`config.mk`:
```
export PLATFORM = sky130hd
export DESIGN_NAME = spise_core
export DESIGN_NICKNAME = d
export VERILOG_FILES = /design/src/spise_pkg.sv /design/src/spise_pin_if.sv /design/src/spise_sync.sv /design/src/spise_core.sv
export SDC_FILE = /design/constraint.sdc
export NUM_CORES = 1
export LEC_CHECK = 0
export ABC_AREA = 0
export BUFFER_PORTS_ARGS = -buffer_cell sky130_fd_sc_hd__buf_4
export CAP_MARGIN = 20
export CELL_PAD_IN_SITES_DETAIL_PLACEMENT = 0
export CELL_PAD_IN_SITES_GLOBAL_PLACEMENT = 1
export CORE_MARGIN = 2
export CORE_UTILIZATION = 47
export DETAILED_ROUTE_END_ITERATION = 10
export PLACE_DENSITY_LB_ADDON = 0.1
export SLEW_MARGIN = 20
export SYNTH_ARGS = -nofsm -noshare
export SYNTH_HDL_FRONTEND = slang
export SYNTH_SLANG_ARGS = --single-unit
```
`constraint.sdc`:
```
create_clock -name core_clk -period 3.7 [get_ports core_clk]
set_input_delay 0.74 -clock core_clk [delete_from_list [all_inputs] [get_ports core_clk]]
set_output_delay 0.74 -clock core_clk [all_outputs]
set_load 0.005 [all_outputs]
```
`src/spise_pkg.sv`:
```
// spise_pkg: constants, state encoding and crc helper for the spi status block
// assumes a single core clock of 125 MHz and 8-bit msb-first frames
package spise_pkg;
    localparam int unsigned CORE_HZ    = 125_000_000;
    localparam int unsigned SCK_MAX_HZ = 16_000_000;
    // least half period of the master sck, rounded up to whole core cycles
    localparam int unsigned HALF_CYC   = (CORE_HZ + 2 * SCK_MAX_HZ - 1) / (2 * SCK_MAX_HZ);
    localparam int unsigned DIV_W      = 3;
    localparam logic [DIV_W-1:0] DIV_LAST = DIV_W'(HALF_CYC - 1);
    localparam logic [DIV_W-1:0] DIV_ZERO = 3'h0;
    localparam int unsigned FRAME_W    = 8;
    localparam int unsigned CNT_W      = 4;
    localparam logic [CNT_W-1:0] CNT_ZERO = 4'h0;
    localparam logic [CNT_W-1:0] CNT_ONE  = 4'h1;
    localparam logic [CNT_W-1:0] CNT_FULL = 4'h8;
    localparam int unsigned MSB        = FRAME_W - 1;
    localparam logic [FRAME_W-1:0] WORD_ZERO = 8'h00;
    localparam logic [FRAME_W-1:0] CRC_POLY  = 8'h07;
    localparam logic [FRAME_W-1:0] CRC_INIT  = 8'h00;

    typedef enum logic [1:0] {
        SPISE_IDLE   = 2'b00,
        SPISE_MASTER = 2'b01,
        SPISE_SLAVE  = 2'b10
    } spise_state_type;

    // one crc-8 step over a whole received word, msb first
    function automatic logic [FRAME_W-1:0] spise_crc8(input logic [FRAME_W-1:0] crc,
                                                      input logic [FRAME_W-1:0] data);
        logic [FRAME_W-1:0] c;
        c = crc ^ data;
        for (int i = 0; i < FRAME_W; i++) begin
            c = c[MSB] ? ((c << 1) ^ CRC_POLY) : (c << 1);
        end
        return c;
    endfunction : spise_crc8
endpackage : spise_pkg

```
`src/spise_pin_if.sv`:
```
// spise_pin_if: synchronised pin levels and sck edge events
// assumes one core clock domain on both sides
`timescale 1ns/1ps
interface spise_pin_if;
    logic sck;
    logic sck_rise;
    logic sck_fall;
    logic nss;
    logic mosi;
    logic miso;
    modport sync (output sck, sck_rise, sck_fall, nss, mosi, miso);
    modport core (input  sck, sck_rise, sck_fall, nss, mosi, miso);
endinterface : spise_pin_if

```
`src/spise_sync.sv`:
```
// spise_sync: three-stage synchronisers for the serial pins
// assumes pins are asynchronous to core_clk; a change counts once stages 2 and 3 agree
`timescale 1ns/1ps
module spise_sync (
    input  wire logic   core_clk,
    input  wire logic   rst,
    input  wire logic   clk_en,
    input  wire logic   sck_in,
    input  wire logic   nss_in,
    input  wire logic   mosi_in,
    input  wire logic   miso_in,
    spise_pin_if.sync   pins
);
    import spise_pkg::*;

    localparam int unsigned     N        = 4;
    // pin order miso, mosi, nss, sck; only nss idles high
    localparam logic [N-1:0]    PIN_IDLE = 4'h2;
    logic [N-1:0] s1, s2, s3, lvl;
    logic [N-1:0] next_s1, next_s2, next_s3, next_lvl;

    // stage 1 is read only by stage 2; the filter looks at stages 2 and 3
    always_comb begin
        next_s1   = {miso_in, mosi_in, nss_in, sck_in};
        next_s2   = s1;
        next_s3   = s2;
        next_lvl  = lvl;
        for (int i = 0; i < N; i++) begin
            if (s2[i] == s3[i]) begin
                next_lvl[i] = s3[i];
            end
        end
    end

    // nss idles high, the rest low
    always_ff @(posedge core_clk) begin
        if (rst) begin
            s1   <= PIN_IDLE;
            s2   <= PIN_IDLE;
            s3   <= PIN_IDLE;
            lvl  <= PIN_IDLE;
        end else if (clk_en) begin
            s1   <= next_s1;
            s2   <= next_s2;
            s3   <= next_s3;
            lvl  <= next_lvl;
        end
    end

    // filtered levels leave at once: a fourth flop would eat the master's whole half period
    assign pins.sck      = next_lvl[0];
    assign pins.nss      = next_lvl[1];
    assign pins.mosi     = next_lvl[2];
    assign pins.miso     = next_lvl[3];
    assign pins.sck_rise = !lvl[0] && next_lvl[0] && clk_en;
    assign pins.sck_fall = lvl[0] && !next_lvl[0] && clk_en;
endmodule : spise_sync

```
`src/spise_core.sv`:
```
// spise_core: spi master/slave with transfer-active, buffer and checksum status
// assumes mode 0 framing, 8-bit msb first; pins pass through spise_sync
// Functional notes
// - slave clears transfer-active at every frame end
// - receive-full rises only after last bit stored
// - disabling mid-frame finishes frame, then active drops
// - last bit captured before copy or compare
// - late capture shows stale bit or checksum error
// - capture path matters for receiving master only
// - master sck held at or below 16 MHz
`timescale 1ns/1ps
module spise_core (
    input  wire logic                    core_clk,
    input  wire logic                    rst,
    input  wire logic                    clk_en,
    input  wire logic                    serial_port_enable,
    input  wire logic                    master_mode,
    input  wire logic                    rx_only,
    input  wire logic                    bidir_mode,
    input  wire logic                    bidir_out,
    input  wire logic                    crc_next,
    input  wire logic                    crc_err_clear,
    input  wire logic                    tx_write,
    input  wire logic [spise_pkg::MSB:0] tx_data,
    input  wire logic                    rx_read,
    output logic      [spise_pkg::MSB:0] rx_data,
    output logic                         transmit_buffer_empty_flag,
    output logic                         receive_buffer_full_flag,
    output logic                         transfer_active_flag,
    output logic                         checksum_error_flag,
    input  wire logic                    sck_in,
    output logic                         sck_out,
    output logic                         sck_oe,
    input  wire logic                    nss_in,
    input  wire logic                    mosi_in,
    output logic                         mosi_out,
    output logic                         mosi_oe,
    input  wire logic                    miso_in,
    output logic                         miso_out,
    output logic                         miso_oe
);
    import spise_pkg::*;

    spise_pin_if pins ();

    spise_sync u_sync (
        .core_clk (core_clk),
        .rst      (rst),
        .clk_en   (clk_en),
        .sck_in   (sck_in),
        .nss_in   (nss_in),
        .mosi_in  (mosi_in),
        .miso_in  (miso_in),
        .pins     (pins)
    );

    spise_state_type    state, next_state;
    logic [MSB:0]       shift, next_shift;
    logic [MSB:0]       tx_buf, next_tx_buf;
    logic [MSB:0]       next_rx_data;
    logic [MSB:0]       crc, next_crc;
    logic [CNT_W-1:0]   cnt, next_cnt;
    logic [DIV_W-1:0]   div, next_div;
    logic               next_tbe, next_rxf, next_busy, next_crc_err;
    logic               next_sck, next_sck_oe, next_mosi, next_mosi_oe;
    logic               next_miso, next_miso_oe;
    logic               check_pend, next_check_pend;
    // decoded direction
    logic               receiving, driving, sample, word_done, frame_end;
    logic [MSB:0]       word;

    // a receiving party unless bidir is set to drive
    assign receiving = !(bidir_mode && bidir_out);
    assign driving   = bidir_mode ? bidir_out : !rx_only;

    always_comb begin
        next_state      = state;
        next_shift      = shift;
        next_tx_buf     = tx_buf;
        next_rx_data    = rx_data;
        next_crc        = crc;
        next_cnt        = cnt;
        next_div        = div;
        next_tbe        = transmit_buffer_empty_flag;
        next_rxf        = receive_buffer_full_flag;
        next_crc_err    = checksum_error_flag;
        next_check_pend = check_pend;
        next_sck        = sck_out;
        word_done       = 1'b0;
        frame_end       = 1'b0;
        // master samples its partner pin; bidir shares the one data line
        if (state == SPISE_MASTER) begin
            sample = bidir_mode ? pins.mosi : pins.miso;
        end else begin
            sample = bidir_mode ? pins.miso : pins.mosi;
        end
        // last bit joins the word in the same cycle it is copied and compared
        word = {shift[MSB-1:0], sample};

        // clears first, so a same-cycle hardware set wins
        if (rx_read) begin
            next_rxf = 1'b0;
        end
        if (crc_err_clear) begin
            next_crc_err = 1'b0;
        end
        if (crc_next) begin
            next_check_pend = 1'b1;
        end

        case (state)
            SPISE_IDLE: begin
                next_sck = 1'b0;
                next_cnt = CNT_ZERO;
                next_div = DIV_LAST;
                if (serial_port_enable && master_mode && (!transmit_buffer_empty_flag
                                                          || !driving)) begin
                    next_state = SPISE_MASTER;
                    next_shift = driving ? tx_buf : WORD_ZERO;
                    next_tbe   = 1'b1;
                end else if (serial_port_enable && !master_mode && !pins.nss) begin
                    next_state = SPISE_SLAVE;
                    next_shift = transmit_buffer_empty_flag ? WORD_ZERO : tx_buf;
                    next_tbe   = 1'b1;
                end
            end
            SPISE_MASTER: begin
                // half period of HALF_CYC cycles keeps sck at or under the limit
                if (div != DIV_ZERO) begin
                    next_div = div - 1'b1;
                end else begin
                    next_div = DIV_LAST;
                    next_sck = !sck_out;
                    if (!sck_out) begin
                        next_cnt   = cnt + CNT_ONE;
                        next_shift = word;
                        word_done  = (cnt == CNT_FULL - CNT_ONE) && receiving;
                    end else if (cnt == CNT_FULL) begin
                        frame_end = 1'b1;
                    end
                end
            end
            SPISE_SLAVE: begin
                if (pins.sck_rise) begin
                    next_cnt   = cnt + CNT_ONE;
                    next_shift = word;
                    word_done  = (cnt == CNT_FULL - CNT_ONE) && receiving;
                end else if (pins.sck_fall && cnt == CNT_FULL) begin
                    frame_end = 1'b1;
                end else if (pins.nss) begin
                    next_state = SPISE_IDLE; // deselect aborts a partial frame
                end
            end
            default: begin
                next_state = SPISE_IDLE;
            end
        endcase

        // a frame that ends either reloads or returns to idle
        if (frame_end) begin
            next_cnt = CNT_ZERO;
            if (serial_port_enable && (state == SPISE_MASTER || !pins.nss)
                && (!transmit_buffer_empty_flag || !driving)) begin
                next_shift = driving ? tx_buf : WORD_ZERO;
                next_tbe   = 1'b1;
            end else begin
                next_state = SPISE_IDLE; // disable mid-frame lands here
            end
        end

        // received word stored and the full flag set together, half an sck period before the frame end
        if (word_done) begin
            next_rx_data = word;
            next_rxf     = 1'b1;
            if (check_pend) begin
                next_check_pend = 1'b0;
                next_crc        = CRC_INIT;
                next_crc_err    = (word != crc) || next_crc_err;
            end else begin
                next_crc = spise_crc8(crc, word);
            end
        end

        // software write empties nothing until the shifter takes it
        if (tx_write) begin
            next_tx_buf = tx_data;
            next_tbe    = 1'b0;
        end
    end

    // busy follows the registered state; slave busy ends on the synced frame edge
    always_comb begin
        next_busy = (next_state == SPISE_MASTER)
                    || (next_state == SPISE_SLAVE && next_cnt != CNT_ZERO);
        next_sck_oe  = (next_state == SPISE_MASTER) || (serial_port_enable && master_mode);
        // mode 0: hold mosi over the high phase so the partner never races its rising edge
        if (state == SPISE_MASTER && next_sck) begin
            next_mosi = mosi_out;
        end else begin
            next_mosi = next_shift[MSB];
        end
        next_mosi_oe = (next_state == SPISE_MASTER) && driving;
        next_miso    = next_shift[MSB];
        next_miso_oe = (next_state == SPISE_SLAVE) && !pins.nss && driving;
    end

    // every output is a flop; clock enable low freezes all of it
    always_ff @(posedge core_clk) begin
        if (rst) begin
            state                      <= SPISE_IDLE;
            shift                      <= WORD_ZERO;
            tx_buf                     <= WORD_ZERO;
            rx_data                    <= WORD_ZERO;
            crc                        <= CRC_INIT;
            cnt                        <= CNT_ZERO;
            div                        <= DIV_ZERO;
            check_pend                 <= 1'b0;
            transmit_buffer_empty_flag <= 1'b1;
            receive_buffer_full_flag   <= 1'b0;
            transfer_active_flag       <= 1'b0;
            checksum_error_flag        <= 1'b0;
            sck_out                    <= 1'b0;
            sck_oe                     <= 1'b0;
            mosi_out                   <= 1'b0;
            mosi_oe                    <= 1'b0;
            miso_out                   <= 1'b0;
            miso_oe                    <= 1'b0;
        end else if (clk_en) begin
            state                      <= next_state;
            shift                      <= next_shift;
            tx_buf                     <= next_tx_buf;
            rx_data                    <= next_rx_data;
            crc                        <= next_crc;
            cnt                        <= next_cnt;
            div                        <= next_div;
            check_pend                 <= next_check_pend;
            transmit_buffer_empty_flag <= next_tbe;
            receive_buffer_full_flag   <= next_rxf;
            transfer_active_flag       <= next_busy;
            checksum_error_flag        <= next_crc_err;
            sck_out                    <= next_sck;
            sck_oe                     <= next_sck_oe;
            mosi_out                   <= next_mosi;
            mosi_oe                    <= next_mosi_oe;
            miso_out                   <= next_miso;
            miso_oe                    <= next_miso_oe;
        end
    end
endmodule : spise_core

```
==> metrics.md, run 1 <==
| Metric | Value |
|---|---|
| Reg2reg end | crc[4] |
| CP endpoint | crc[4] |
| Critical Path Sink Type | register |
| # diodes | 0 |
| Synth Net Count | 497 |
| Crit Reg-Reg Startpoint | state[1] |
| Core area | 7770 sq um |
| Worst-path fanout max | 19 |
| # Max-Cap Violations | 0 |
| Max Slew Vio Count | 0 |
| Final cell count without fillers | slightly below 600 |
| Global-route wire length before repair | about 16000 um |
| Post-CTS Hold Fix Bufs | 0 |
| Syn Inst Count | approximately 460 |
| CTS root buf | clkbuf_8 |
| Worst Skew | between 9 and 10 ps |
| Total Routing Usage GR | a little under a quarter |
| # placed instances | 580 |
| Die area | just under 9000 sq um |
| Cell with the most instances after synthesis | dfxtp_1 |
| Average wire per standard cell | between 15 and 20 um |
| Cell Rows | 32 |
| Yosys top cell area share | 35.3% |
| Avg Vias per Cell | 5.79 |
| Setup Buffers After CTS | 0 |
| Critical Path Start Type | register |
| Antenna violations before repair | 0 |
| Ratio of cells with drive above 1 in the final layout | ~16% |
| Starting DRC count in detailed routing | 150 |
| Total negative slack | 0 ps |
| Req. time, crit path | between 3000 and 4000 ps |
| Post-synthesis sequential area ratio | roughly a third |
| Max VDD drop | about 0.15 mV |
| CTS tree | done |
| Mean Syn Cell Area | between 8 and 9 sq um |
| Horiz. Die Dim | between 90 and 100 um |
| Drt drc | 0 |
| Synth warn | 0 |
| Final net count | 525 |
| Min Hold Slack | 457 ps |
| Post_cts resized | 0 |
| FF+latch count, synth | 67 |
| ANT nets after route | 0 |
| Synth cell types | roughly 70 |
| Status | finished, final reports clean |
| Final Hold Vio Count | 0 |
| DR vias | 3449 |
| Rel. slew slack | 53.8% |
| Clock sink count | 67 |
| Drt pass-1 iters | 5 |
| Synth Cell Area | between 3000 and 4000 sq um |
| Max Root-Sink Buffers | 2 |
| Total grt overflow | 0 |
| Ports | 42 |
| FF-to-FF path depth | 8 |
| Leak | between 1.5 and 2 nW |
| Commonest cells in the netlist | 67 x dfxtp_1, 55 x nand2_1, 46 x a21oi_1, 46 x nor2_1 |
| Routed WL | 9560 um |
| EDFF count, synth | 0 |
| Max Fclk | 0.344 GHz |
| Final setup viols | 0 |
| Initial Utilization | 49.0% |
| Final Cycle Share | between 70% and 80% |
| Leading area contributor after synthesis | dfxtp_1 |
| R2R setup slack | 800 ps |
| Kind of critical path | register to register |
| Top cells by area, synth | dfxtp_1 35%, a21oi_1 6.1%, nand2_1 5.4%, nor2_1 4.5%, ha_1 3.9% |
| Final design utilization | roughly 56% |
| Worst-skew pair later-pin latency | about 350 ps |
| Port Buf Inserts | 41 |
| RSZ-0062 raised after global routing | no |
| Hpwl dp | slightly below 7000 um |
| Fraction of registers with async set or reset after synthesis | 0% |
| Main synth FF type | dfxtp_1 |
| Area grow syn2layout | 13.9% |
| Vias in the first global route | approximately 3300 |
| Pin count of the biggest net entering global routing | 45 |
| Worst Max-Slew Pin Slew | 693 ps |
| Worst hold-check path type | register to register |
| Worst EP arrival | about 3200 ps |
| Min Tclk post-route | 2900 ps |
| Cts bufs inserted | 9 |
| Htree depth | 3 |
| Die span in y | approximately 94 um |
| CTS clk-pin slew, worst paths | roughly 70 ps |
| Pwr dens | approximately 370 nW/um^2 |
| Setup crit start | state[1] |
| GPL Wtd Cong | 0.902 |
cell families after synthesis:
logic type	after synthesis	share of synthesized area (%)
muxes	12	3.26
xor gates and xnor gates	22	5.63
adders and majority gates	15	4.84
DFF	67	35.3
AOI/OAI and AO/OA	140	25.6
and+or+nand+nor	163	20.8
buffers and inverters	42	4.61
cell usage in the layout, fill, tap and decap left out, types with 4 or more instances in the layout:
cell type	n
clkbuf_8	9
dfxtp_1	67
a222oi_1	5
xnor2_1	14
nand2_1	55
a21oi_1	46
a2bb2oi_1	7
nor2b_1	5
a22oi_1	5
mux2i_1	11
xor2_1	6
inv_1	13
buf_4	45
nand3b_1	4
nor2_1	46
o21ai_0	16
nand2b_1	5
a31o_2	4
a31oi_1	4
nor3_1	7
o211ai_1	5
ha_1	12
nand3_1	17
a21o_1	7
a211oi_1	13
stage by stage:
step	power, W	cell area (sq um)	worst slack (ps)
global route	0.00166	4330	461
finish	0.00159	4330	795
global placement	0.00100	4150	829
CTS	0.00160	4330	820
detailed placement	0.00101	4150	768
floorplan	0.000939	3800	1390
area by class of cell:
| cell class | count | area [sq um] |
|---|---|---|
| Clock buffer | 11 | 131 |
| Multi-Input combinational cell | 352 | 2290 |
| Timing Repair Buffer | 45 | 338 |
| Inverter | 14 | 52.6 |
| Fill cell | 736 | 3440 |
| Clock inverter | 5 | 53.8 |
| Tap cell | 102 | 128 |
| Sequential cell | 67 | 1340 |
state kept, by name, summed over array words and instances (netlist names), 2 cells and up:
| signal | cells |
|---|---|
| u_sync.lvl | 4 |
| crc | 8 |
| u_sync.next_s3 | 4 |
| shift | 7 |
| state | 2 |
| cnt | 4 |
| u_sync.next_s2 | 4 |
| u_sync.s3 | 4 |
| tx_buf | 8 |
| div | 3 |
| rx_data | 8 |
per-layer routing:
| layer | vias up | GRT usage [%] | share of wire, % |
|---|---|---|---|
| li1 | 1727 | - | - |
| met1 | 1638 | 29.6 | 48 |
| met2 | 69 | 37.9 | 47 |
| met3 | 15 | 4.49 | 3.6 |
| met4 | 0 | 7.00 | 1.7 |
| met5 | - | 0 | 0 |
power by group:
part           switching, W  internal [W]  total [W]  leakage [nW]
Clock              0.000287      0.000309   0.000597        0.0971
Sequential        0.0000282      0.000745   0.000773         0.546
Combinational      0.000123     0.0000966   0.000220          1.06
worst min-delay path by stage:
stage	startpoint	to	cells past startpoint
after floorplan	u_sync.s3[1]	u_sync.s3[1]	1
after global placement	rx_data[4]	rx_data[4]	2
after detailed placement	receive_buffer_full_flag	receive_buffer_full_flag	2
after CTS	rx_data[5]	rx_data[5]	2
after global routing	checksum_error_flag	checksum_error_flag	2
final	receive_buffer_full_flag	receive_buffer_full_flag	2
worst max-delay path, cell delays in order (launching register included):
cell,delay (ps)
dfxtp_1,350
inv_1,120
ha_1,620
and4bb_2,400
a21oi_1,130
or3_1,720
nor2_2,260
nand3b_1,100
a21oi_1,140
(Power assumes the default switching activity.)
==> inputs of run 2 (changes only) <==
--- a/config.mk
+++ b/config.mk
@@ -5,13 +5,13 @@
 export SDC_FILE = /design/constraint.sdc
 export NUM_CORES = 1
 export LEC_CHECK = 0
-export ABC_AREA = 0
+export ABC_AREA = 1
 export BUFFER_PORTS_ARGS = -buffer_cell sky130_fd_sc_hd__buf_4
 export CAP_MARGIN = 20
 export CELL_PAD_IN_SITES_DETAIL_PLACEMENT = 0
 export CELL_PAD_IN_SITES_GLOBAL_PLACEMENT = 1
 export CORE_MARGIN = 2
-export CORE_UTILIZATION = 47
+export CORE_UTILIZATION = 38
 export DETAILED_ROUTE_END_ITERATION = 10
 export PLACE_DENSITY_LB_ADDON = 0.1
 export SLEW_MARGIN = 20
==> constraint.sdc (replaced) <==
create_clock -name core_clk -period 2.6 [get_ports core_clk]
set_input_delay 0.52 -clock core_clk [delete_from_list [all_inputs] [get_ports core_clk]]
set_output_delay 0.52 -clock core_clk [all_outputs]
set_load 0.005 [all_outputs]
==> metrics.md, run 2 <==
| Metric | Value |
|---|---|
| Status | finished, final reports clean |
| CP dominant cell by count | nor2_1 |
| Met3 routed WL | around 500 um |
| Reg2reg end | shift[2] |
| Drt pass-1 iters | 4 |
| Worst Skew | approximately 9.9 ps |
| Syn Inst Count | between 600 and 700 |
| Crit Reg-Reg Startpoint | state[1] |
| Ratio of cells with drive above 1 in the final layout | 12.9% |
| FF-to-FF path depth | 13 |
| Max Slew Vio Count | 0 |
| Req. time, crit path | ~2800 ps |
| Vias in the first global route | about 3600 |
| Total Power | between 0.002 and 0.0025 W |
| Yosys top cell area share | about 34% |
| RSZ-0062 raised after global routing | no |
| DR WL met2 | 4730 um |
| Simple-Gate Fraction of Synth Area | approximately a third |
| Post-synthesis sequential area ratio | 33.6% |
| Synth Net Count | 655 |
| Leading area contributor after synthesis | dfxtp_1 |
| FF+latch count, synth | 67 |
| Main synth FF type | dfxtp_1 |
| Final Cycle Share | about 89% |
| Kind of critical path | register to register |
| Internal Power | between 0.0015 and 0.002 W |
| Rel. slew slack | around 63% |
| Die span in y | between 100 and 150 um |
| CTS root buf | clkbuf_8 |
| Synth cell types | 38 |
| ANT nets after route | 0 |
| Main combinational cell family by area after synthesis | simple AND/OR/NAND/NOR gates |
| Critical Path Sink Type | register |
| Part of the power in the clock network | ~34% |
| Antenna violations before repair | 0 |
| Most frequent cells in the layout | 159 x nand2_1, 71 x inv_1, 67 x nor2_1, 67 x dfxtp_1, 61 x a21oi_1 |
| Final setup viols | 0 |
| Hpwl dp | between 7000 and 8000 um |
| Commonest cells in the netlist | 159 x nand2_1, 71 x inv_1, 67 x dfxtp_1, 67 x nor2_1, 61 x a21oi_1 |
| Port Buf Inserts | between 40 and 50 |
| Compound-cell area share of the yosys netlist | 16.7% |
| R2R setup slack | between 200 and 300 ps |
| Htree depth | 3 |
| Worst Max-Slew Pin Slew | 553 ps |
| Leading cell type in the layout, fill and taps excluded | nand2_1 |
| CP Cell Sequence | inv_1 -> ha_1 -> inv_1 -> nor2_1 -> nand2_1 -> nand2_2 -> nand2_2 -> clkinv_2 -> nand3_4 -> nor2_1 -> nor2_1 -> nand2_1 -> a21oi_1 |
| Post_cts resized | 0 |
| DR vias | 3879 |
| Cell Rows | 37 |
| # diodes | 0 |
| CTS tree | done |
| GPL Wtd Cong | between 0.8 and 0.9 |
| Setup Buffers After CTS | 0 |
| Leak | about 2.2 nW |
| Pwr dens | about 500 nW/um^2 |
| Setup crit start | state[1] |
| CTS clk-pin slew, worst paths | around 70 ps |
| Top cells by area, synth | dfxtp_1 34%, nand2_1 15%, a21oi_1 7.7%, inv_1 6.7%, nor2_1 6.3% |
| Horiz. Die Dim | approximately 110 um |
| Portion of netlist area occupied by mux cells | 0% |
| # Max-Cap Violations | 0 |
| Final Hold Vio Count | 0 |
| Flop pwr share | between 40% and 50% |
| Cts bufs inserted | 9 |
| Max Root-Sink Buffers | 2 |
| Ports | 42 |
| EDFF count, synth | 0 |
| Cell with the most instances after synthesis | nand2_1 |
| XOR/XNOR share of the synthesized area | approximately 4.1% |
| Fraction of registers with async set or reset after synthesis | 0% |
| Final net count | 689 |
| Core area | 10300 sq um |
| Total grt overflow | 0 |
| Global-route wire length before repair | between 15000 and 20000 um |
| CP endpoint | shift[2] |
| Synth warn | 0 |
| Max VDD drop | around 0.26 mV |
| Clock sink count | 67 |
| Initial Utilization | between 30% and 40% |
| Min Tclk post-route | 2320 ps |
| Fillers | 1100 |
| Starting DRC count in detailed routing | 236 |
| Worst-skew pair later-pin latency | approximately 360 ps |
| CP peak stage delay | between 400 and 500 ps |
| Avg Vias per Cell | ~4.9 |
| Crit-path slowest cell | ha_1 |
| Top Layer Used | met4 |
| Sw frac | around 31% |
| Max Fclk | about 0.43 GHz |
| Drt drc | 0 |
| Total Routing Usage GR | around a fifth |
| Worst EP arrival | ~2500 ps |
| Mean Syn Cell Area | between 6 and 7 sq um |
| Comb pwr share | 17.5% |
| Die area | between 10000 and 15000 sq um |
| Synth Cell Area | roughly 4000 sq um |
| Routed WL | between 10000 and 15000 um |
| Worst-path fanout max | 15 |
| Total negative slack | 0 ps |
| Metal1 wirelength | 5560 um |
| Worst hold-check path type | input port to register |
| Average wire per standard cell | ~14 um |
| Pin count of the biggest net entering global routing | 39 |
| Regs by FF count | crc x8, rx_data x8, tx_buf x8 |
| Post-CTS Hold Fix Bufs | 0 |
| Post-Synth Adder-Cell Area | 3.77% |
| Area grow syn2layout | 14.6% |
| Critical Path Start Type | register |
| Switch Pwr | a little over 0.0007 W |
==> run 2: layout make-up <==
type                            instances  area (sq um)  area share (%)
Sequential cell                        67          1340            29.4
Timing Repair Buffer                   49           368            8.05
Multi-Input combinational cell        451          2240            49.1
Clock buffer                           12           145            3.18
Tap cell                              136           170            3.73
Inverter                               75           284            6.22
Clock inverter                          3          15.0           0.329
==> run 2: per-stage QoR <==
stage,std cells,utilization (%),instance area [sq um],setup slack [ps],hold slack (ps)
floorplan,619,-,3990,894,429
global placement,778,42.9,4410,327,448
detailed placement,778,42.9,4410,291,449
CTS,793,44.4,4570,269,369
global route,793,44.4,4570,2.56,394
finish,793,44.4,4570,284,394
==> run 2: cell families (layout without fill, tap and decap cells) <==
group	after synthesis	in the layout
xor gates and xnor gates	18	18
and+or+nand+nor	298	298
adders and majority gates	12	12
AOI/OAI and AO/OA	123	123
buffers and inverters	101	139
DFF	67	67
==> run 2: worst max-delay path, delay by kind of cell, from the launching register on <==
kind | cells | cell delay, ps
buf+inv | 3 | 420
simple gates | 8 | 900
fa+ha+maj | 1 | 430
compound gates | 1 | 50
flops | 1 | 370
==> run 2: metal layers <==
layer / up-vias / track usage [%]
li1: 2050 / -
met1: 1732 / 29.5
met2: 87 / 30.6
met3: 10 / 3.00
met4: 0 / 8.07
met5: - / 0
==> run 2: power groups by stage <==
stage                     Combinational, W  Clock, W  Sequential (W)
after floorplan                   0.000280         0         0.00112
after global placement            0.000396         0         0.00113
after detailed placement          0.000400         0         0.00113
after CTS                         0.000401  0.000796         0.00111
after global routing              0.000457  0.000836         0.00112
final                             0.000400  0.000776         0.00111
==> run 2: how the worst min path moves through the flow <==
stage	from	end	slack, ps	cells past startpoint
4_1_cts	nss_in	u_sync.next_s2[1]	370	3
6_report	sck_in	u_sync.next_s2[0]	390	3
5_1_grt	nss_in	u_sync.next_s2[1]	390	3
3_5_place_dp	u_sync.next_s2[1]	u_sync.next_s2[1]	450	2
3_3_place_gp	u_sync.s3[2]	u_sync.s3[2]	450	2
2_1_floorplan	u_sync.next_s2[1]	u_sync.next_s2[1]	430	2
==> inputs of run 3 (changes only) <==
--- a/config.mk
+++ b/config.mk
@@ -11,7 +11,7 @@
 export CELL_PAD_IN_SITES_DETAIL_PLACEMENT = 0
 export CELL_PAD_IN_SITES_GLOBAL_PLACEMENT = 1
 export CORE_MARGIN = 2
-export CORE_UTILIZATION = 38
+export CORE_UTILIZATION = 45
 export DETAILED_ROUTE_END_ITERATION = 10
 export PLACE_DENSITY_LB_ADDON = 0.1
 export SLEW_MARGIN = 20
==> constraint.sdc (replaced) <==
create_clock -name core_clk -period 2.9 [get_ports core_clk]
set_input_delay 0.58 -clock core_clk [delete_from_list [all_inputs] [get_ports core_clk]]
set_output_delay 0.58 -clock core_clk [all_outputs]
set_load 0.005 [all_outputs]
==> metrics.md, run 3 (same netlist as run 2, synthesis figures left out) <==
| Metric | Value |
|---|---|
| Area grow syn2layout | 14.9% |
| Average wire per standard cell | approximately 14 um |
| CTS root buf | clkbuf_8 |
| Hpwl dp | ~7600 um |
| Avg Vias per Cell | between 5 and 6 |
| Worst Skew | approximately 10 ps |
| Max VDD drop | between 0.2 and 0.25 mV |
| Total grt overflow | 0 |
| Final Hold Vio Count | 0 |
| Drt drc | 0 |
| Ratio of cells with drive above 1 in the final layout | a little over an eighth |
| Drt pass-1 iters | 4 |
| Post-CTS Hold Fix Bufs | 0 |
| Post_cts resized | 0 |
| Vias in the first global route | roughly 3600 |
| Setup Buffers After CTS | 0 |
| FF-to-FF path depth | 9 |
| GPL Wtd Cong | between 0.8 and 0.9 |
| Die span in y | ~100 um |
| Worst-skew pair later-pin latency | 350 ps |
| Final design utilization | 53.0% |
| Cts bufs inserted | 9 |
| # diodes | 0 |
| Pwr dens | roughly 490 nW/um^2 |
| Total Routing Usage GR | 23.1% |
| Rel. slew slack | a little under three fifths |
| Kind of critical path | register to register |
| DR vias | between 3000 and 4000 |
| Ports | 42 |
| Multi-input gate area in the final layout | approximately 2200 sq um |
| Total negative slack | 0 ps |
| CTS clk-pin slew, worst paths | 80 ps |
| Max Slew Vio Count | 0 |
| Max Root-Sink Buffers | 2 |
| Regs by FF count | crc x8, rx_data x8, tx_buf x8 |
| Horiz. Die Dim | 98.1 um |
| CTS tree | done |
| Final setup viols | 0 |
| Leading cell type in the layout, fill and taps excluded | nand2_1 |
| CP peak stage delay | between 400 and 500 ps |
| Reg area | between 1000 and 1500 sq um |
| Fillers | roughly 910 |
| Worst EP arrival | about 2500 ps |
| Cell Rows | 34 |
| RSZ-0062 raised after global routing | no |
| Min Tclk post-route | around 2300 ps |
| Pin count of the biggest net entering global routing | 46 |
| Critical Path Start Type | register |
| CP Cell Sequence | inv_1 -> ha_1 -> inv_1 -> o21ai_0 -> nand3_4 -> nor2_1 -> nor2_1 -> nand2_1 -> a21oi_2 |
| Worst-path fanout max | 15 |
| Antenna violations before repair | 0 |
| Htree depth | 3 |
| Crit-path slowest cell | ha_1 |
| Global-route wire length before repair | around 18000 um |
| Die area | 9630 sq um |
| Routed WL | 10600 um |
| Req. time, crit path | 3130 ps |
| Worst Max-Slew Pin Slew | around 650 ps |
| ANT nets after route | 0 |
| Core area | roughly 8600 sq um |
| Max Fclk | roughly 0.44 GHz |
| Status | finished, final reports clean |
| Clock sink count | 67 |
| Most frequent cells in the layout | 159 x nand2_1, 71 x inv_1, 67 x nor2_1, 67 x dfxtp_1, 61 x a21oi_1 |
| # Max-Cap Violations | 0 |
| Critical Path Sink Type | register |
| Final net count | 687 |
| Starting DRC count in detailed routing | 195 |
| Initial Utilization | 46.2% |
| Leak | 2.18 nW |
| Port Buf Inserts | between 40 and 50 |
| Min-Delay Path Depth | 3 |
| Final Cycle Share | 79.1% |
| Worst hold-check path type | input port to register |
run 3: cell count changes in the layout (fill, tap and decap cells not counted), sizes merged:
cell and change:
clkinv -1, clkbuf -3, buf -2, clkinvlp +1, bufinv +2, inv +2
run 3: path summary, 6_finish.rpt:
path / from / endpoint / slack, ps
worst max-delay path: state[1] / shift[6] / 610
worst max register to register: state[1] / shift[6] / 610
worst min register to register: u_sync.s3[2] / u_sync.s3[2] / 460
worst min-delay path: miso_in / u_sync.next_s2[3] / 450
run 3: per-stage QoR:
step	setup WS, ps	hold WS, ps	total power [W]	std cells	cell area [sq um]
2_1_floorplan	1140	429	0.00125	619	3990
6_report	605	450	0.00225	764	4580
5_1_grt	323	460	0.00237	764	4580
3_5_place_dp	598	453	0.00137	748	4360
3_3_place_gp	596	443	0.00137	748	4360
4_1_cts	591	443	0.00227	764	4580
run 3: layout make-up:
class,count,share of cell area [%]
Timing Repair Buffer,47,7.70
Clock inverter,7,2.16
Multi-Input combinational cell,451,49.0
Inverter,75,6.20
Sequential cell,67,29.3
Clock buffer,9,2.70
Tap cell,108,2.95
run 3: power by group:
group | total (W) | switching [W] | internal, W
logic | 0.000353 | 0.000226 | 0.000127
registers | 0.000997 | 0.0000378 | 0.000959
clock network | 0.000903 | 0.000413 | 0.000490
run 3: metal layers:
| metal | up-vias | wire [um] | GRT usage (%) |
|---|---|---|---|
| met5 | - | 0 | 0 |
| met4 | 0 | 99 | 7.05 |
| met3 | 8 | 507 | 3.58 |
| met2 | 94 | 4540 | 34.8 |
| met1 | 1737 | 5450 | 33.9 |
| li1 | 2052 | - | - |
run 3: worst max-delay path, delay by kind of cell, from the launching register on:
kind	cells	cell delay (ps)
and+or+nand+nor	4	530
buffers and inverters	2	330
AOI/OAI and AO/OA	2	480
DFF	1	370
adders and majority gates	1	460
